--- src/rtl/peins_params.svh ---
// Constants of the payload error inserter: offsets, field positions,
// reset values and sizes.
// Assumes inclusion by bare name from the inserter's design files.
`ifndef PEINS_PARAMS_SVH
`define PEINS_PARAMS_SVH

// Register offsets on the byte-wide register port
`define PEINS_OFS_RATE     8'heb
`define PEINS_OFS_CNT_LO   8'hec
`define PEINS_OFS_CNT_HI   8'hed
`define PEINS_OFS_LEFT_LO  8'hee
`define PEINS_OFS_LEFT_HI  8'hef

// Field positions in the rate control register
`define PEINS_BIT_LOAD     7
`define PEINS_BIT_CONT     4
`define PEINS_RATE_MSB     3

// Reset values
`define PEINS_RST_BYTE     8'h00
`define PEINS_RST_CNT      10'h000

// Sizes
`define PEINS_CNT_W        10
`define PEINS_BITCNT_W     18
`define PEINS_RATE_BIAS    5'd3
`define PEINS_FIFO_DEPTH   4

`endif

--- src/rtl/peins_pkg.sv ---
// Types of the payload error inserter.
// Assumes nothing beyond a SystemVerilog compiler.
package peins_pkg;

  // One transmit bit with its framer qualifiers
  typedef struct packed {
    logic sof;   // First bit of a frame
    logic fbit;  // Framing bit position
    logic chan;  // Bit lies in a selected channel
    logic data;  // Payload or framing bit value
  } peins_bit_type;

  // Insertion mode as derived from the control register
  typedef enum logic [1:0] {
    PEINS_OFF,
    PEINS_CONT,
    PEINS_COUNTED
  } peins_mode_type;

endpackage : peins_pkg

--- src/rtl/peins_fifo_if.sv ---
// Bundle between the inserter core and its input FIFO.
// Assumes one clock domain shared by both ends.
`timescale 1ns/100ps
`default_nettype none

interface peins_fifo_if #(parameter int WIDTH = 4);
  logic             push_valid;  // Fill side offers a word
  logic             push_ready;  // FIFO has room
  logic [WIDTH-1:0] push_data;   // Word offered
  logic             pop_valid;   // FIFO holds a word
  logic             pop_ready;   // Drain side takes it
  logic [WIDTH-1:0] pop_data;    // Oldest word

  // FIFO end
  modport store (input push_valid, push_data, pop_ready,
                 output push_ready, pop_valid, pop_data);
  // Core end, filling and draining
  modport user (output push_valid, push_data, pop_ready,
                input push_ready, pop_valid, pop_data);
endinterface : peins_fifo_if

`default_nettype wire

--- src/rtl/peins_fifo.sv ---
// Small synchronous FIFO with valid/ready on both sides.
// Assumes a synchronous active-high reset on the shared clock.
`timescale 1ns/100ps
`default_nettype none

module peins_fifo #(
  parameter int WIDTH = 4,
  parameter int DEPTH = 4
) (
  input  wire logic core_clk_i,  // Transmit clock
  input  wire logic rst_i,       // Synchronous reset
  peins_fifo_if.store ff         // Push and pop sides
);
  localparam int AW = $clog2(DEPTH);

  logic [WIDTH-1:0] mem_r [DEPTH];  // Storage words
  logic [AW-1:0]    wr_ptr_r;       // Next write slot
  logic [AW-1:0]    rd_ptr_r;       // Oldest slot
  logic [AW:0]      fill_r;         // Words held
  logic             do_push;        // Write this cycle
  logic             do_pop;         // Read this cycle

  // Honest full and empty
  assign ff.push_ready = (fill_r != (AW+1)'(DEPTH));
  assign ff.pop_valid  = (fill_r != '0);
  assign ff.pop_data   = mem_r[rd_ptr_r];
  assign do_push       = ff.push_valid && ff.push_ready;
  assign do_pop        = ff.pop_valid && ff.pop_ready;

  // Storage write
  always_ff @(posedge core_clk_i) begin
    if (do_push) begin
      mem_r[wr_ptr_r] <= ff.push_data;
    end
  end

  // Pointers and fill level
  always_ff @(posedge core_clk_i) begin
    if (rst_i) begin
      wr_ptr_r <= '0;
      rd_ptr_r <= '0;
      fill_r   <= '0;
    end else begin
      if (do_push) wr_ptr_r <= AW'((wr_ptr_r + 1'b1) % DEPTH);
      if (do_pop)  rd_ptr_r <= AW'((rd_ptr_r + 1'b1) % DEPTH);
      fill_r <= fill_r + (AW+1)'(do_push) - (AW+1)'(do_pop);
    end
  end
endmodule : peins_fifo

`default_nettype wire

--- src/rtl/peins_top.sv ---
// Payload error inserter for the transmit T1 bit stream.
// Assumes the framer delivers one bit per handshake with frame-start,
// framing-bit and channel-select marks, all on the transmit clock.
// Behaviour
// Corrupt payload only, whole frame or channels
// Per-channel mode counts only selected channels
// Invert the Nth counted bit at rate N
// Framing bits never counted nor inverted
// New rate takes effect at frame boundary
// Code 0 none, else 1 in 2^(code+3)
// Rate code zero inserts nothing, even continuous
// Continuous mode ignores count, keeps inserting
// Counted mode inserts loaded count, then stops
// Load bit rising loads count next cycle
// Host writes count before raising load bit
// Host lowers load bit before each reload
// Count is 10 bits over two registers
// Zero count means no errors remaining
// Remaining count readable any time, two registers
// Host writes zero to unused bits 5, 6
// Decrement remaining per error, stop at zero
// Framer marks qualify which bits are counted
`include "peins_params.svh"
`timescale 1ns/100ps
`default_nettype none

module peins_top (
  input  wire logic                  core_clk_i,      // Transmit clock
  input  wire logic                  rst_i,           // Synchronous reset
  input  wire logic [7:0]            reg_addr_i,      // Register address
  input  wire logic [7:0]            reg_wdata_i,     // Write data
  input  wire logic                  reg_wr_i,        // Write strobe
  input  wire logic                  reg_rd_i,        // Read strobe
  output logic [7:0]                 reg_rdata_o,     // Read data, next cycle
  input  wire logic                  per_chan_mode_i, // Channel-select mode
  input  wire logic                  in_valid_i,      // Framer offers a bit
  output logic                       in_ready_o,      // Room to take it
  input  wire peins_pkg::peins_bit_type in_bit_i,     // Bit and its marks
  output logic                       out_valid_o,     // Bit ready to send
  input  wire logic                  out_ready_i,     // Line side takes it
  output peins_pkg::peins_bit_type   out_bit_o,       // Possibly inverted bit
  output logic                       out_err_o        // This bit was inverted
);
  import peins_pkg::*;

  // Register state
  logic [3:0]  rate_code_r;    // Written rate code
  logic        cont_r;         // Continuous insertion
  logic        load_r;         // Load-count strobe bit
  logic        load_d_r;       // Load bit one cycle ago
  logic [9:0]  count_r;        // Requested error count
  logic [9:0]  left_r;         // Errors still to insert
  logic [7:0]  rdata_r;        // Read data register

  // Stream state
  logic [3:0]  active_rate_r;  // Rate in force this frame
  logic [17:0] bit_cnt_r;      // Counted bits since last sequence end
  peins_bit_type out_bit_r;    // Output bit register
  logic        out_valid_r;    // Output holds a bit
  logic        out_err_r;      // Output bit was inverted

  // Combinational terms
  peins_bit_type  cur;         // Bit at FIFO head
  peins_mode_type mode;        // Current insertion mode
  logic        pop;            // Head bit processed now
  logic        load_go;        // Load rising edge seen
  logic        rate_chg;       // Frame start with new rate
  logic [3:0]  eff_rate;       // Rate applying to head bit
  logic [17:0] base;           // Count before head bit
  logic        counted;        // Head bit enters the count
  logic        hit;            // Head bit completes a sequence
  logic        allowed;        // Insertion still permitted
  logic        flip;           // Invert the head bit

  // Last count value of a rate sequence
  function automatic logic [17:0] rate_last(input logic [3:0] code);
    logic [18:0] span;
    span = 19'h1 << (5'(code) + `PEINS_RATE_BIAS);
    return 18'(span - 19'h1);
  endfunction : rate_last

  // Input FIFO between framer and inserter
  peins_fifo_if #(.WIDTH($bits(peins_bit_type))) ff ();

  peins_fifo #(
    .WIDTH ($bits(peins_bit_type)),
    .DEPTH (`PEINS_FIFO_DEPTH)
  ) u_fifo (
    .core_clk_i (core_clk_i),
    .rst_i      (rst_i),
    .ff         (ff.store)
  );

  // Framer side of the FIFO
  assign ff.push_valid = in_valid_i;
  assign ff.push_data  = in_bit_i;
  assign in_ready_o    = ff.push_ready;

  // Drain when the output register is free or leaving
  assign cur          = ff.pop_data;
  assign ff.pop_ready = !out_valid_r || out_ready_i;
  assign pop          = ff.pop_valid && ff.pop_ready;

  // Register writes: rate control
  always_ff @(posedge core_clk_i) begin
    if (rst_i) begin
      rate_code_r <= 4'h0;
      cont_r      <= 1'b0;
      load_r      <= 1'b0;
    end else if (reg_wr_i && reg_addr_i == `PEINS_OFS_RATE) begin
      rate_code_r <= reg_wdata_i[`PEINS_RATE_MSB:0];
      cont_r      <= reg_wdata_i[`PEINS_BIT_CONT];
      load_r      <= reg_wdata_i[`PEINS_BIT_LOAD];
    end
  end

  // Register writes: requested count, two halves
  always_ff @(posedge core_clk_i) begin
    if (rst_i) begin
      count_r <= `PEINS_RST_CNT;
    end else if (reg_wr_i && reg_addr_i == `PEINS_OFS_CNT_LO) begin
      count_r[7:0] <= reg_wdata_i;
    end else if (reg_wr_i && reg_addr_i == `PEINS_OFS_CNT_HI) begin
      count_r[9:8] <= reg_wdata_i[1:0];
    end
  end

  // Load bit history for edge detection
  always_ff @(posedge core_clk_i) begin
    if (rst_i) begin
      load_d_r <= 1'b0;
    end else begin
      load_d_r <= load_r;
    end
  end

  // Only a fresh zero-to-one change reloads
  assign load_go = load_r && !load_d_r;

  // Insertion mode from control bits
  always_comb begin
    if (eff_rate == 4'h0) begin
      mode = PEINS_OFF;
    end else if (cont_r) begin
      mode = PEINS_CONT;
    end else begin
      mode = PEINS_COUNTED;
    end
  end

  // Continuous mode ignores the count; counted needs some left
  assign allowed = (mode == PEINS_CONT) ||
                   (mode == PEINS_COUNTED && left_r != 10'h000);

  // Remaining-count register
  always_ff @(posedge core_clk_i) begin
    if (rst_i) begin
      left_r <= `PEINS_RST_CNT;
    end else if (load_go) begin
      left_r <= count_r;
    end else if (flip && mode == PEINS_COUNTED) begin
      left_r <= left_r - 10'h001;
    end
  end

  // Rate swaps in only at the first bit of a frame
  assign rate_chg = pop && cur.sof && (rate_code_r != active_rate_r);
  assign eff_rate = (pop && cur.sof) ? rate_code_r : active_rate_r;

  // Latch the rate at each frame start
  always_ff @(posedge core_clk_i) begin
    if (rst_i) begin
      active_rate_r <= 4'h0;
    end else if (pop && cur.sof) begin
      active_rate_r <= rate_code_r;
    end
  end

  // Which bits enter the count
  assign counted = pop && !cur.fbit &&
                   (!per_chan_mode_i || cur.chan) &&
                   (eff_rate != 4'h0);
  assign base    = rate_chg ? 18'h0 : bit_cnt_r;
  assign hit     = counted && (base == rate_last(eff_rate));
  assign flip    = hit && allowed;

  // Bit counter of the running sequence
  always_ff @(posedge core_clk_i) begin
    if (rst_i) begin
      bit_cnt_r <= 18'h0;
    end else if (hit) begin
      bit_cnt_r <= 18'h0;
    end else if (counted) begin
      bit_cnt_r <= base + 18'h1;
    end else if (rate_chg) begin
      bit_cnt_r <= 18'h0;
    end
  end

  // Output register, holds until taken
  always_ff @(posedge core_clk_i) begin
    if (rst_i) begin
      out_valid_r <= 1'b0;
      out_bit_r   <= '0;
      out_err_r   <= 1'b0;
    end else if (pop) begin
      out_valid_r    <= 1'b1;
      out_bit_r      <= cur;
      out_bit_r.data <= cur.data ^ flip;
      out_err_r      <= flip;
    end else if (out_ready_i) begin
      out_valid_r <= 1'b0;
      out_err_r   <= 1'b0;
    end
  end

  assign out_valid_o = out_valid_r;
  assign out_bit_o   = out_bit_r;
  assign out_err_o   = out_err_r;

  // Read data, valid only in the cycle after the strobe
  always_ff @(posedge core_clk_i) begin
    if (rst_i || !reg_rd_i) begin
      rdata_r <= `PEINS_RST_BYTE;
    end else if (reg_addr_i == `PEINS_OFS_RATE) begin
      rdata_r <= {load_r, 2'b00, cont_r, rate_code_r};
    end else if (reg_addr_i == `PEINS_OFS_CNT_LO) begin
      rdata_r <= count_r[7:0];
    end else if (reg_addr_i == `PEINS_OFS_CNT_HI) begin
      rdata_r <= {6'h00, count_r[9:8]};
    end else if (reg_addr_i == `PEINS_OFS_LEFT_LO) begin
      rdata_r <= left_r[7:0];
    end else if (reg_addr_i == `PEINS_OFS_LEFT_HI) begin
      rdata_r <= {6'h00, left_r[9:8]};
    end else begin
      rdata_r <= `PEINS_RST_BYTE;  // Unmapped reads zero
    end
  end

  assign reg_rdata_o = rdata_r;
endmodule : peins_top

`default_nettype wire

--- config.mk ---
export PLATFORM = sky130hd
export DESIGN_NAME = peins_top
export DESIGN_NICKNAME = d
export VERILOG_FILES = /design/src/rtl/peins_pkg.sv /design/src/rtl/peins_fifo_if.sv /design/src/rtl/peins_fifo.sv /design/src/rtl/peins_top.sv
export VERILOG_INCLUDE_DIRS = /design/src /design/src/rtl
export SDC_FILE = /design/constraint.sdc
export NUM_CORES = 1
export LEC_CHECK = 0
export BUFFER_PORTS_ARGS = -buffer_cell sky130_fd_sc_hd__buf_2
export CELL_PAD_IN_SITES_DETAIL_PLACEMENT = 0
export CELL_PAD_IN_SITES_GLOBAL_PLACEMENT = 1
export CORE_MARGIN = 10
export CORE_UTILIZATION = 41
export CTS_CLUSTER_DIAMETER = 60
export DETAILED_ROUTE_END_ITERATION = 16
export PLACE_DENSITY = 0.74
export SLEW_MARGIN = 25
export SYNTH_ARGS = -nofsm -noshare
export SYNTH_HDL_FRONTEND = slang
export SYNTH_SLANG_ARGS = --single-unit
--- constraint.sdc ---
create_clock -name core_clk_i -period 3.1 [get_ports core_clk_i]
set_input_delay 0.465 -clock core_clk_i [delete_from_list [all_inputs] [get_ports core_clk_i]]
set_output_delay 0.465 -clock core_clk_i [all_outputs]
set_load 0.005 [all_outputs]
Word-level counts from Yosys, hierarchy flattened. Memories as Yosys holds them, arrays and structs flattened. A register that Yosys moved wholly into a read port is not among the register bits. Cells that the tools add are included.

Memory bits (writable): 16. Register bits after elaboration: 70. Memories: 1. Word-level logic and storage cells: 94. Output and inout port bits: 15.

Memories: u_fifo.mem_r (words 4, bits a word 4, read ports 1, clocked after memory_dff 1, wr ports 1, line peins_fifo.sv:16) `logic [WIDTH-1:0] mem_r [DEPTH];`.

Mux-type cells: 19. Reductions and logical operators: 33. Shifts and indexed selects: 1. Eq/ne operators: 10. Add/subtract/negate cells: 8. Bitwise gates (word level): 2.

Operators by type and width (count): $eq A8 B8 Y1 const B (5); $mux W18 (2); $mux W8 (4); $mux W10 (2); $add A18 B1 Y18 const B (1); $eq A18 B18 Y1 (1); $shl A1 B5 Y18 const A (1); $sub A18 B1 Y18 const B (1); $logic_and A1 B1 Y1 (15); $mux W2 (5); $reduce_bool A10 Y1 (1); $sub A10 B1 Y10 const B (1); $add A4 B2 Y5 const B (1); $logic_not A1 Y1 (5); $mux W1 (5); $add A2 B1 Y2 const B (2); $logic_not A4 Y1 (1); $logic_or A1 B1 Y1 (4); $mux W4 (1); $ne A4 B4 Y1 (1); $reduce_bool A2 Y1 (2); $reduce_bool A4 Y1 (1); $reduce_or A2 Y1 (2); $add A3 B1 Y3 (1); other kinds (8) (8).

Longest topological paths before layout. Gate-level depths: netlist of run 1.

Depth after elaboration: 14. Gate-level depth with buffers: 13.

By module. From an unflattened synthesis of run 1, not the netlist that was laid out.

Cell total of the unflattened synthesis: 565. Area total of the unflattened synthesis: 5074.9 um^2.

By module, submodules not included: peins_top (cells an instance 496, area each 4011.3 um^2, instances 1); peins_fifo (cells an instance 69, area each 1063.5 um^2, instances 1).

Least setup slack after synthesis of run 1. OpenSTA, ideal clock, no wires.

Path type: flip-flop to flip-flop. Start point: reg with a tool-made name. End point: reg bit_cnt_r[10]. Arrival: 3.142 ns. Period minus slack after synthesis: 3.260 ns. Setup time: 0.117 ns. Data required time: 2.983 ns. Path buffers: 4. Path slack: -0.160 ns. Cell stages (with the launch flop): 13. Cell sequence: dfxtp_1 -> mux4_2 -> buf_6 -> and3_4 -> buf_6 -> nand2b_1 -> clkbuf_1 -> a41oi_1 -> a2111oi_4 -> a21o_1 -> nand2b_1 -> buf_2 -> nor2_1.

RTL lines: end signal, assigned (line peins_top.sv:194) `bit_cnt_r <= base + 18'h1;`; end, declared (line peins_top.sv:57) `logic [17:0] bit_cnt_r;`.

==> results of run 1 <==
## layer usage
metal / global-route usage / vias to the layer above
li1: - / 2230
met1: 0.236 / 2162
met2: 0.251 / 130
met3: 0.0341 / 18
met4: 0.0668 / 0
met5: 0 / -
## worst reg2reg max path, stage by stage, from the launching register on
cell      delay [ns]
edfxtp_1        0.37
mux4_2          0.55
buf_6           0.16
nand3_4         0.12
buf_6           0.14
buf_4           0.11
a311oi_1        0.05
nor4b_2         0.30
a311oi_2        0.12
nor4_4          0.43
nand2_4         0.11
or4_4           0.43
a31oi_2         0.16
## synth_stat cells, types with 4 or more instances
| cell | instances | area share |
|---|---|---|
| nor2_1 | 67 | 0.051 |
| nand2b_1 | 10 | 0.013 |
| and3_1 | 7 | 0.0089 |
| a222oi_1 | 4 | 0.0081 |
| nor3_1 | 18 | 0.018 |
| ha_1 | 9 | 0.023 |
| nand2_1 | 47 | 0.036 |
| or2_2 | 4 | 0.0051 |
| o211ai_1 | 4 | 0.0061 |
| xor2_1 | 16 | 0.028 |
| inv_1 | 19 | 0.014 |
| edfxtp_1 | 16 | 0.097 |
| nand4_1 | 18 | 0.023 |
| dfxtp_1 | 72 | 0.29 |
| xnor2_1 | 19 | 0.034 |
| nor2b_1 | 6 | 0.0076 |
| clkbuf_1 | 29 | 0.022 |
| a31oi_1 | 8 | 0.010 |
| and2_1 | 5 | 0.0063 |
| a211oi_1 | 4 | 0.0061 |
| nand3_1 | 21 | 0.021 |
| a311oi_1 | 7 | 0.012 |
| o21ai_0 | 19 | 0.019 |
| a21oi_1 | 24 | 0.024 |
| mux2i_1 | 14 | 0.028 |
| nor4_1 | 8 | 0.010 |
| or3_1 | 8 | 0.010 |
## state kept, by name (all words and copies together) (netlist names), 3 cells and up, named ones only
name           cells
bit_cnt_r         18
rate_code_r        4
out_bit_o          4
reg_rdata_o        8
left_r            10
u_fifo.mem_r      16
u_fifo.fill_r      3
count_r           10
active_rate_r      4
## logic make-up (layout without fill, tap and decap cells)
family                   count (synthesis)  count (layout)  synth area share
AO/OA/AOI/OAI                          111             111             0.162
XOR/XNOR                                35              35            0.0621
adder cells (fa/ha/maj)                 10              10            0.0268
buffers and inverters                   58             147            0.0499
flip-flops                              88              88             0.389
multiplexers                            21              21            0.0580
other                                    1               2          0.000759
AND/OR/NAND/NOR                        241             241             0.251
## worst paths after layout
check	start	end	cells past startpoint
setup / recovery	u_fifo.mem_r[2][3]	left_r[4]	12
hold / removal	in_bit_i[0]	u_fifo.mem_r[3][0]	1
setup reg to reg	u_fifo.mem_r[2][3]	left_r[4]	12
hold reg to reg	out_bit_o[1]	out_bit_o[1]	2
## stage by stage
step,worst slack [ns],std cells
after floorplan,-0.00770,566
after global placement,-0.0623,778
after detailed placement,-0.130,778
after CTS,-0.00883,799
after global routing,-0.122,802
final,-0.0159,802
## cells in the final DEF, fill, tap and decap left out, types with 3 or more instances in the layout
cell       instances
dfxtp_1           71
nor2_1            67
buf_4             64
nand2_1           47
buf_2             41
a21oi_1           24
inv_1             19
xnor2_1           19
nand3_1           19
nand4_1           18
xor2_1            16
edfxtp_1          16
nor3_1            14
o21ai_0           13
mux2i_1           12
nand2b_1           9
ha_1               9
clkbuf_16          9
and3_1             7
or3_1              7
a31oi_1            7
nor4_1             6
nor2b_1            6
a311oi_1           5
buf_6              5
and2_1             4
o21ai_1            4
nor3_2             4
or2_2              4
o211ai_1           4
a222oi_1           4
a21o_1             3
mux4_1             3
a21boi_0           3
a211oi_1           3
## layout make-up
class	instances	area [sq um]
clock buffers	9	225
clock inverters	7	100
fillers	1157	5640
inverters	20	75.1
multi-input cells	420	3010
flip-flops and latches	88	1920
well taps	147	184
repair buffers	111	762
## power groups by stage
| stage | Clock (mW) | Sequential, mW | Combinational, mW |
|---|---|---|---|
| finish | 1.19 | 1.32 | 1.55 |
| global route | 1.26 | 1.33 | 1.70 |
| CTS | 1.21 | 1.32 | 1.50 |
| detailed placement | 0 | 1.35 | 1.33 |
| global placement | 0 | 1.35 | 1.31 |
| floorplan | 0 | 1.35 | 0.866 |
## repair_timing
item	CTS	global route
hold buffers	0	0
pin swaps	14	21
cloned	0	0
buffers inserted	6	3
setup endpoints to repair	20	24
resized for setup	28	19
==> impl_results.md, run 1 <==
- Mapped cell area: between 4000 and 5000 sq um
- Post-DR wirelength/cell: between 15 and 20 microns
- Flop pwr share: 0.326
- Peak Freq: between 0.3 and 0.4 GHz
- Vias: roughly 4.5k
- Area Growth Syn to Fin: 27.1%
- GR Overflow Total: 0
- CP cell instances: mux4_2 > buf_6 > nand3_4 > buf_6 > buf_4 > a311oi_1 > nor4b_2 > a311oi_2 > nor4_4 > nand2_4 > or4_4 > a31oi_2
- Pre-antenna DRT Iters: 6
- Final Hold Viols: 0
- Failing checks: negative setup slack
- Initial DRC Count: 362
- Static leakage: about 2.5 nW
- Fin crit share: 1.01
- Met2 wire len: 6.41 mm
- Register bit total from synthesis: slightly below 90
- Min Hold Slack: approximately 0.33 ns
- Inserted Clock Buffers: 9
- Die X: between 100 and 150 microns
- Post-route cell area: 6280 sq um
- Clock transition at path regs: 0.06 ns
- Min setup slack post-route: -0.0159 ns
- Port bufs: 41
- Data arrival, critical path: between 3 and 4 ns
- Gpl congestion: roughly 0.90
- Crit path required time: roughly 3.4 ns
- Worst hold path type: input pin to flop
- Post-route antenna net violation count: 0
- Metal3 WL: a little under 800 microns
- CTS Root Cell: clkbuf_16
- Worst setup SP type: flop
- Worst-Skew Late Latency: 0.35 ns
- Highest routed metal layer: met4
- Most used DFF post-synth: dfxtp_1
- Synth unique cells: between 70 and 80
- Met1 WL: approximately 6.6 mm
- Core Area: around 12000 sq um
- Die Height: around 130 microns
- Rows: 40
- Vias in the first global route: 4269
- CTS HTree Levels: 3
- Detailed Route WL: between 10 and 15 mm
- Endpoints failing setup: 1
- Share of cells above drive strength 1: 0.270
- Nets@finish: 687
- Max cap viols: 0
- Unrepaired setup endpoints after global routing: true
- All-layer global routing usage: 0.169
- Peak VDD IR: between 0.4 and 0.5 mV
- Initial antenna violation count: 0
- Setup TNS: -0.0159 ns
- Final Util: 0.527
- HPWL after detailed placement: 10.6 mm
- Placed Area: between 5000 and 6000 sq um
- Tot Pwr: 4.06 mW
- Mapped Avg Cell Area: between 8 and 9 sq um
- R2R Setup Slk: -0.02 ns
- Design internal power: 2.73 mW
- CP endpoint kind: flop
- Global-route wire length before repair: roughly 23 mm
- Slew margin rel.: 0.427
- Initial Util: 0.415
- Synth Instances: roughly 570
- Ports: 42
- Slowest-stage cell, CP: mux4_2
- Skew final: approximately 0.0074 ns
- Number of clock sinks: 88
- Antenna Cells: 0
- DRC viols: 0
- Sw Share: 0.329
- Post-synth ARST share: 0
- Power per Cell Area: between 600 and 700 nW/um^2
- Buf/Inv on CP: 3
- Gate power share: 0.381
- Outcome: finished with violations
- Warnings, synthesis: 0
- Post-synth EDFFs: 16
- CP top delay family: simple AND/OR/NAND/NOR gates
- Register area share after synthesis: 0.389
- CTS tree: built
- Via density: 5.66
- Clock power frac: 0.293
- Max Slew Vio Count: 0
- CP dominant cell by count: buf_6
- Sw power: about 1.3 mW
- Crit-path max FO: 6
- Die area: roughly 17000 sq um
- Actual slew at the worst max-slew pin: 0.849 ns
- Kind of critical path: flop to flop
- Largest net degree at the start of global routing: 41
- Clk buf depth: 2
- Fin crit period: between 3 and 4 ns
- Max incr delay on CP: roughly 0.55 ns
Note: power is estimated with default switching activity, not from simulation.
==> run 2, diff against run 1 <==
--- a/config.mk
+++ b/config.mk
@@ -6,11 +6,12 @@
 export SDC_FILE = /design/constraint.sdc
 export NUM_CORES = 1
 export LEC_CHECK = 0
+export ABC_AREA = 1
 export BUFFER_PORTS_ARGS = -buffer_cell sky130_fd_sc_hd__buf_2
 export CELL_PAD_IN_SITES_DETAIL_PLACEMENT = 0
 export CELL_PAD_IN_SITES_GLOBAL_PLACEMENT = 1
 export CORE_MARGIN = 10
-export CORE_UTILIZATION = 41
+export CORE_UTILIZATION = 39
 export CTS_CLUSTER_DIAMETER = 60
 export DETAILED_ROUTE_END_ITERATION = 16
 export PLACE_DENSITY = 0.74
==> run 2 against run 1 <==
  * Largest power group unchanged
  * The run now ends clean
  * Synthesized cell count up 22%
  * Maximum frequency up 9.8%
  * Sequential share of layout area up 3.6 points
  * Hold slack worse by 0.0060 ns
  * Area after synthesis down 0.84%
==> impl_results.md, run 2 <==
- Place WS: 0.118 ns (+0.248 ns)
- Pre-antenna DRT Iters: 5 (-1)
- Ports: 42 (unchanged)
- Area leader, netlist: dfxtp_1
- Post-synth EDFFs: 16 (unchanged)
- Outcome: completed
- Worst r2r src: rate_code_r[0]
- Clk buf depth: 2 (unchanged)
- Sw power: 1.75 mW (+31%)
- Peak VDD IR: 0.488 mV (+10%)
- Flop pwr share: 0.331 (+0.005)
- Skew final: 0.00754 ns (+0.000129 ns)
- Reg-to-reg endpoint: bit_cnt_r[16]
- Synth unique cells: 44 (-41%)
- Fin crit period: 2.84 ns (-0.278 ns)
- Post-Layout Cell Count: 910 (+13%)
- Peak Freq: 0.352 GHz (+9.8%)
- Max cap viols: 0 (unchanged)
- Slew margin rel.: 0.361 (-0.0658)
- Min setup slack post-route: 0.262 ns (+0.278 ns)
- Mapped cell area: 4900 sq um (-0.84%)
- Worst setup SP type: flop
- Final Hold Viols: 0 (unchanged)
- Die Height: 132 microns (+1.8%)
- Sw Share: 0.414 (+0.0845)
- Via density: 4.96 (-12%)
- Most used DFF post-synth: dfxtp_1
- Warnings, synthesis: 0 (unchanged)
- Gpl congestion: 0.887 (-1.4%)
- Clock transition at path regs: 0.07 ns (about the same)
- Yosys top cell area share: 0.294 (+0.00246)
- Biggest regs: bit_cnt_r: 18 flops, u_fifo.mem_r: 16 flops
- Clock power frac: 0.266 (-0.027)
- Share of cells above drive strength 1: 0.160 (-0.110)
- HPWL after detailed placement: 9.99 mm (-5.6%)
- Number of clock sinks: 88 (unchanged)
- Unrepaired setup endpoints after global routing: true
- Mapped Avg Cell Area: 7.13 sq um (-18%)
- Design internal power: 2.48 mW (-8.8%)
- Endpoints failing setup: 0 (-1)
- CTS tree: built
- Post-DR wirelength/cell: 14.0 microns (-20%)
- Inserted Clock Buffers: 9 (unchanged)
- Most common cell after layout, fill and taps aside: nand2_1
- Data arrival, critical path: 3.08 ns (-0.31 ns)
- Post-synth ARST share: 0 (unchanged)
- Area Growth Syn to Fin: 14.9%
- Worst-Skew Late Latency: 0.35 ns (about the same)
- Vias: 4516 (-0.53%)
- Largest net degree at the start of global routing: 32 (-22%)
- Rows: 40 (unchanged)
- R2R depth: 19 (+7)
- Nets@finish: 774 (+13%)
- Top-count cell post-synth: nand2_1
- Initial DRC Count: 356 (-1.7%)
- Min-delay src: in_bit_i[0]
- Register area share after synthesis: 0.392 (+0.00328)
- Post-CTS Setup Inserts: 0 (-6)
- Core Area: 12200 sq um (+2.1%)
- Register bit total from synthesis: 88 (unchanged)
- Crit path required time: 3.34 ns (-0.03 ns)
- Die X: 132 microns (+1.8%)
- Cts hold-fix bufs: 0 (unchanged)
- Post-route antenna net violation count: 0 (unchanged)
- CTS Root Cell: clkbuf_16
- Static leakage: 2.44 nW (-3.1%)
- Worst hold path type: input pin to flop
- Initial Util: 0.403 (-0.0119)
- DRC viols: 0 (unchanged)
- Initial antenna violation count: 0 (unchanged)
- Actual slew at the worst max-slew pin: 0.957 ns (+0.108 ns)
- GR Overflow Total: 0 (unchanged)
- Sink of the worst hold path: u_fifo.mem_r[0][0]
- Post-synth top cells: nand2_1, nor2_1, inv_1
- Placed cell count: 894 (+15%)
- Kind of critical path: flop to flop
- CTS HTree Levels: 3 (unchanged)
- Final Util: 0.463 (-0.0642)
- CP endpoint kind: flop
- Vias in the first global route: 4208 (-1.4%)
- Gate power share: 0.403 (+0.022)
- Top cells by area, synth: dfxtp_1, nand2_1, edfxtp_1
- Power per Cell Area: 753 nW/um^2 (+16%)
- Port bufs: 41 (unchanged)
- Antenna Cells: 0 (unchanged)
- Worst hold stages: 1 (unchanged)
- Detailed Route WL: 12.8 mm (-9.2%)
- Fin crit share: 0.916 (-0.0895)
- R2R Setup Slk: 0.26 ns (+0.28 ns)
- All-layer global routing usage: 0.146 (-0.0236)
- Commonest cells after routing, fill and taps aside: nand2_1, nor2_1, inv_1, dfxtp_1, a21oi_1
- Global-route wire length before repair: 20.8 mm (-8.2%)
- Setup TNS: 0 ns (+0.0159 ns)
- Crit-path max FO: 17 (+11)
- Synth Instances: 687 (+22%)
- Largest Register: bit_cnt_r
- Die area: 17400 sq um (+3.6%)
- Number of flip-flops in the largest register: 18 (unchanged)
- Max Slew Vio Count: 0 (unchanged)
==> run 2: cells by family (layout without fill, tap and decap cells) <==
kind of cell	after synthesis	in the layout	share of synthesized area
other	1	2	0.000766
DFF	88	88	0.392
xor gates and xnor gates	20	20	0.0358
buffers and inverters	112	166	0.0930
AOI/OAI and AO/OA	116	116	0.130
and+or+nand+nor	340	340	0.322
adders and majority gates	10	10	0.0271
==> run 2: power by group through the flow <==
stage / registers (mW) / logic (mW) / clock network, mW
finish: 1.40 / 1.71 / 1.13
global route: 1.42 / 1.94 / 1.20
CTS: 1.40 / 1.71 / 1.15
detailed placement: 1.42 / 1.69 / 0
global placement: 1.42 / 1.66 / 0
floorplan: 1.40 / 1.31 / 0
==> run 2: layout make-up <==
class / count / area, sq um
Fill cell: 1250 / 6540
Multi-Input combinational cell: 488 / 2530
Sequential cell: 88 / 1920
Inverter: 98 / 370
Timing Repair Buffer: 52 / 288
Clock buffer: 9 / 225
Tap cell: 168 / 210
Clock inverter: 7 / 78.8
==> run 2: worst max-delay path, stage by stage (launching register included) <==
cell     delay, ns
dfxtp_1       0.43
inv_1         0.11
nand2_1       0.07
nand2_1       0.05
a21oi_1       0.17
nand2_1       0.13
nand2_4       0.20
inv_2         0.10
nor2_1        0.14
ha_1          0.16
inv_1         0.05
nor2_1        0.16
nand4_1       0.16
nor2_1        0.18
nand2_1       0.09
inv_1         0.08
nand3_1       0.11
nor2_1        0.13
xor2_1        0.15
nor2_1        0.05
==> run 2: worst max-delay path by stage <==
stage                   start       endpoint  slack [ns]
2_1_floorplan     out_ready_i  bit_cnt_r[16]        0.66
3_3_place_gp      out_ready_i  bit_cnt_r[17]        0.13
3_5_place_dp      out_ready_i   bit_cnt_r[1]        0.12
4_1_cts                  flop   bit_cnt_r[1]        0.18
5_1_grt        rate_code_r[0]  bit_cnt_r[16]      -0.008
6_report       rate_code_r[0]  bit_cnt_r[16]        0.26
==> run 2: metrics by stage <==
stage               hold slack, ns  power [mW]  cell area (sq um)
finish                       0.325        4.24               5630
CTS                          0.312        4.26               5620
detailed placement           0.455        3.11               5310
floorplan                    0.434        2.71               4900
global placement             0.455        3.08               5310
global route                 0.317        4.56               5630
==> run 2: repair_timing <==
action                                  in CTS  in global routing
endpoints found under the setup margin       0                 26
endpoints found under the hold margin        0                  0
gates resized for setup                      0                  5
==> run 2: per-layer routing <==
| metal | vias up | routed length [microns] | GRT usage | share of wire |
|---|---|---|---|---|
| met2 | 114 | 5860 | 0.231 | 0.46 |
| met3 | 16 | 767 | 0.0442 | 0.060 |
| met5 | - | 0 | 0 | 0 |
| met4 | 0 | 160 | 0.0420 | 0.013 |
| met1 | 2090 | 5990 | 0.186 | 0.47 |
| li1 | 2296 | - | - | - |
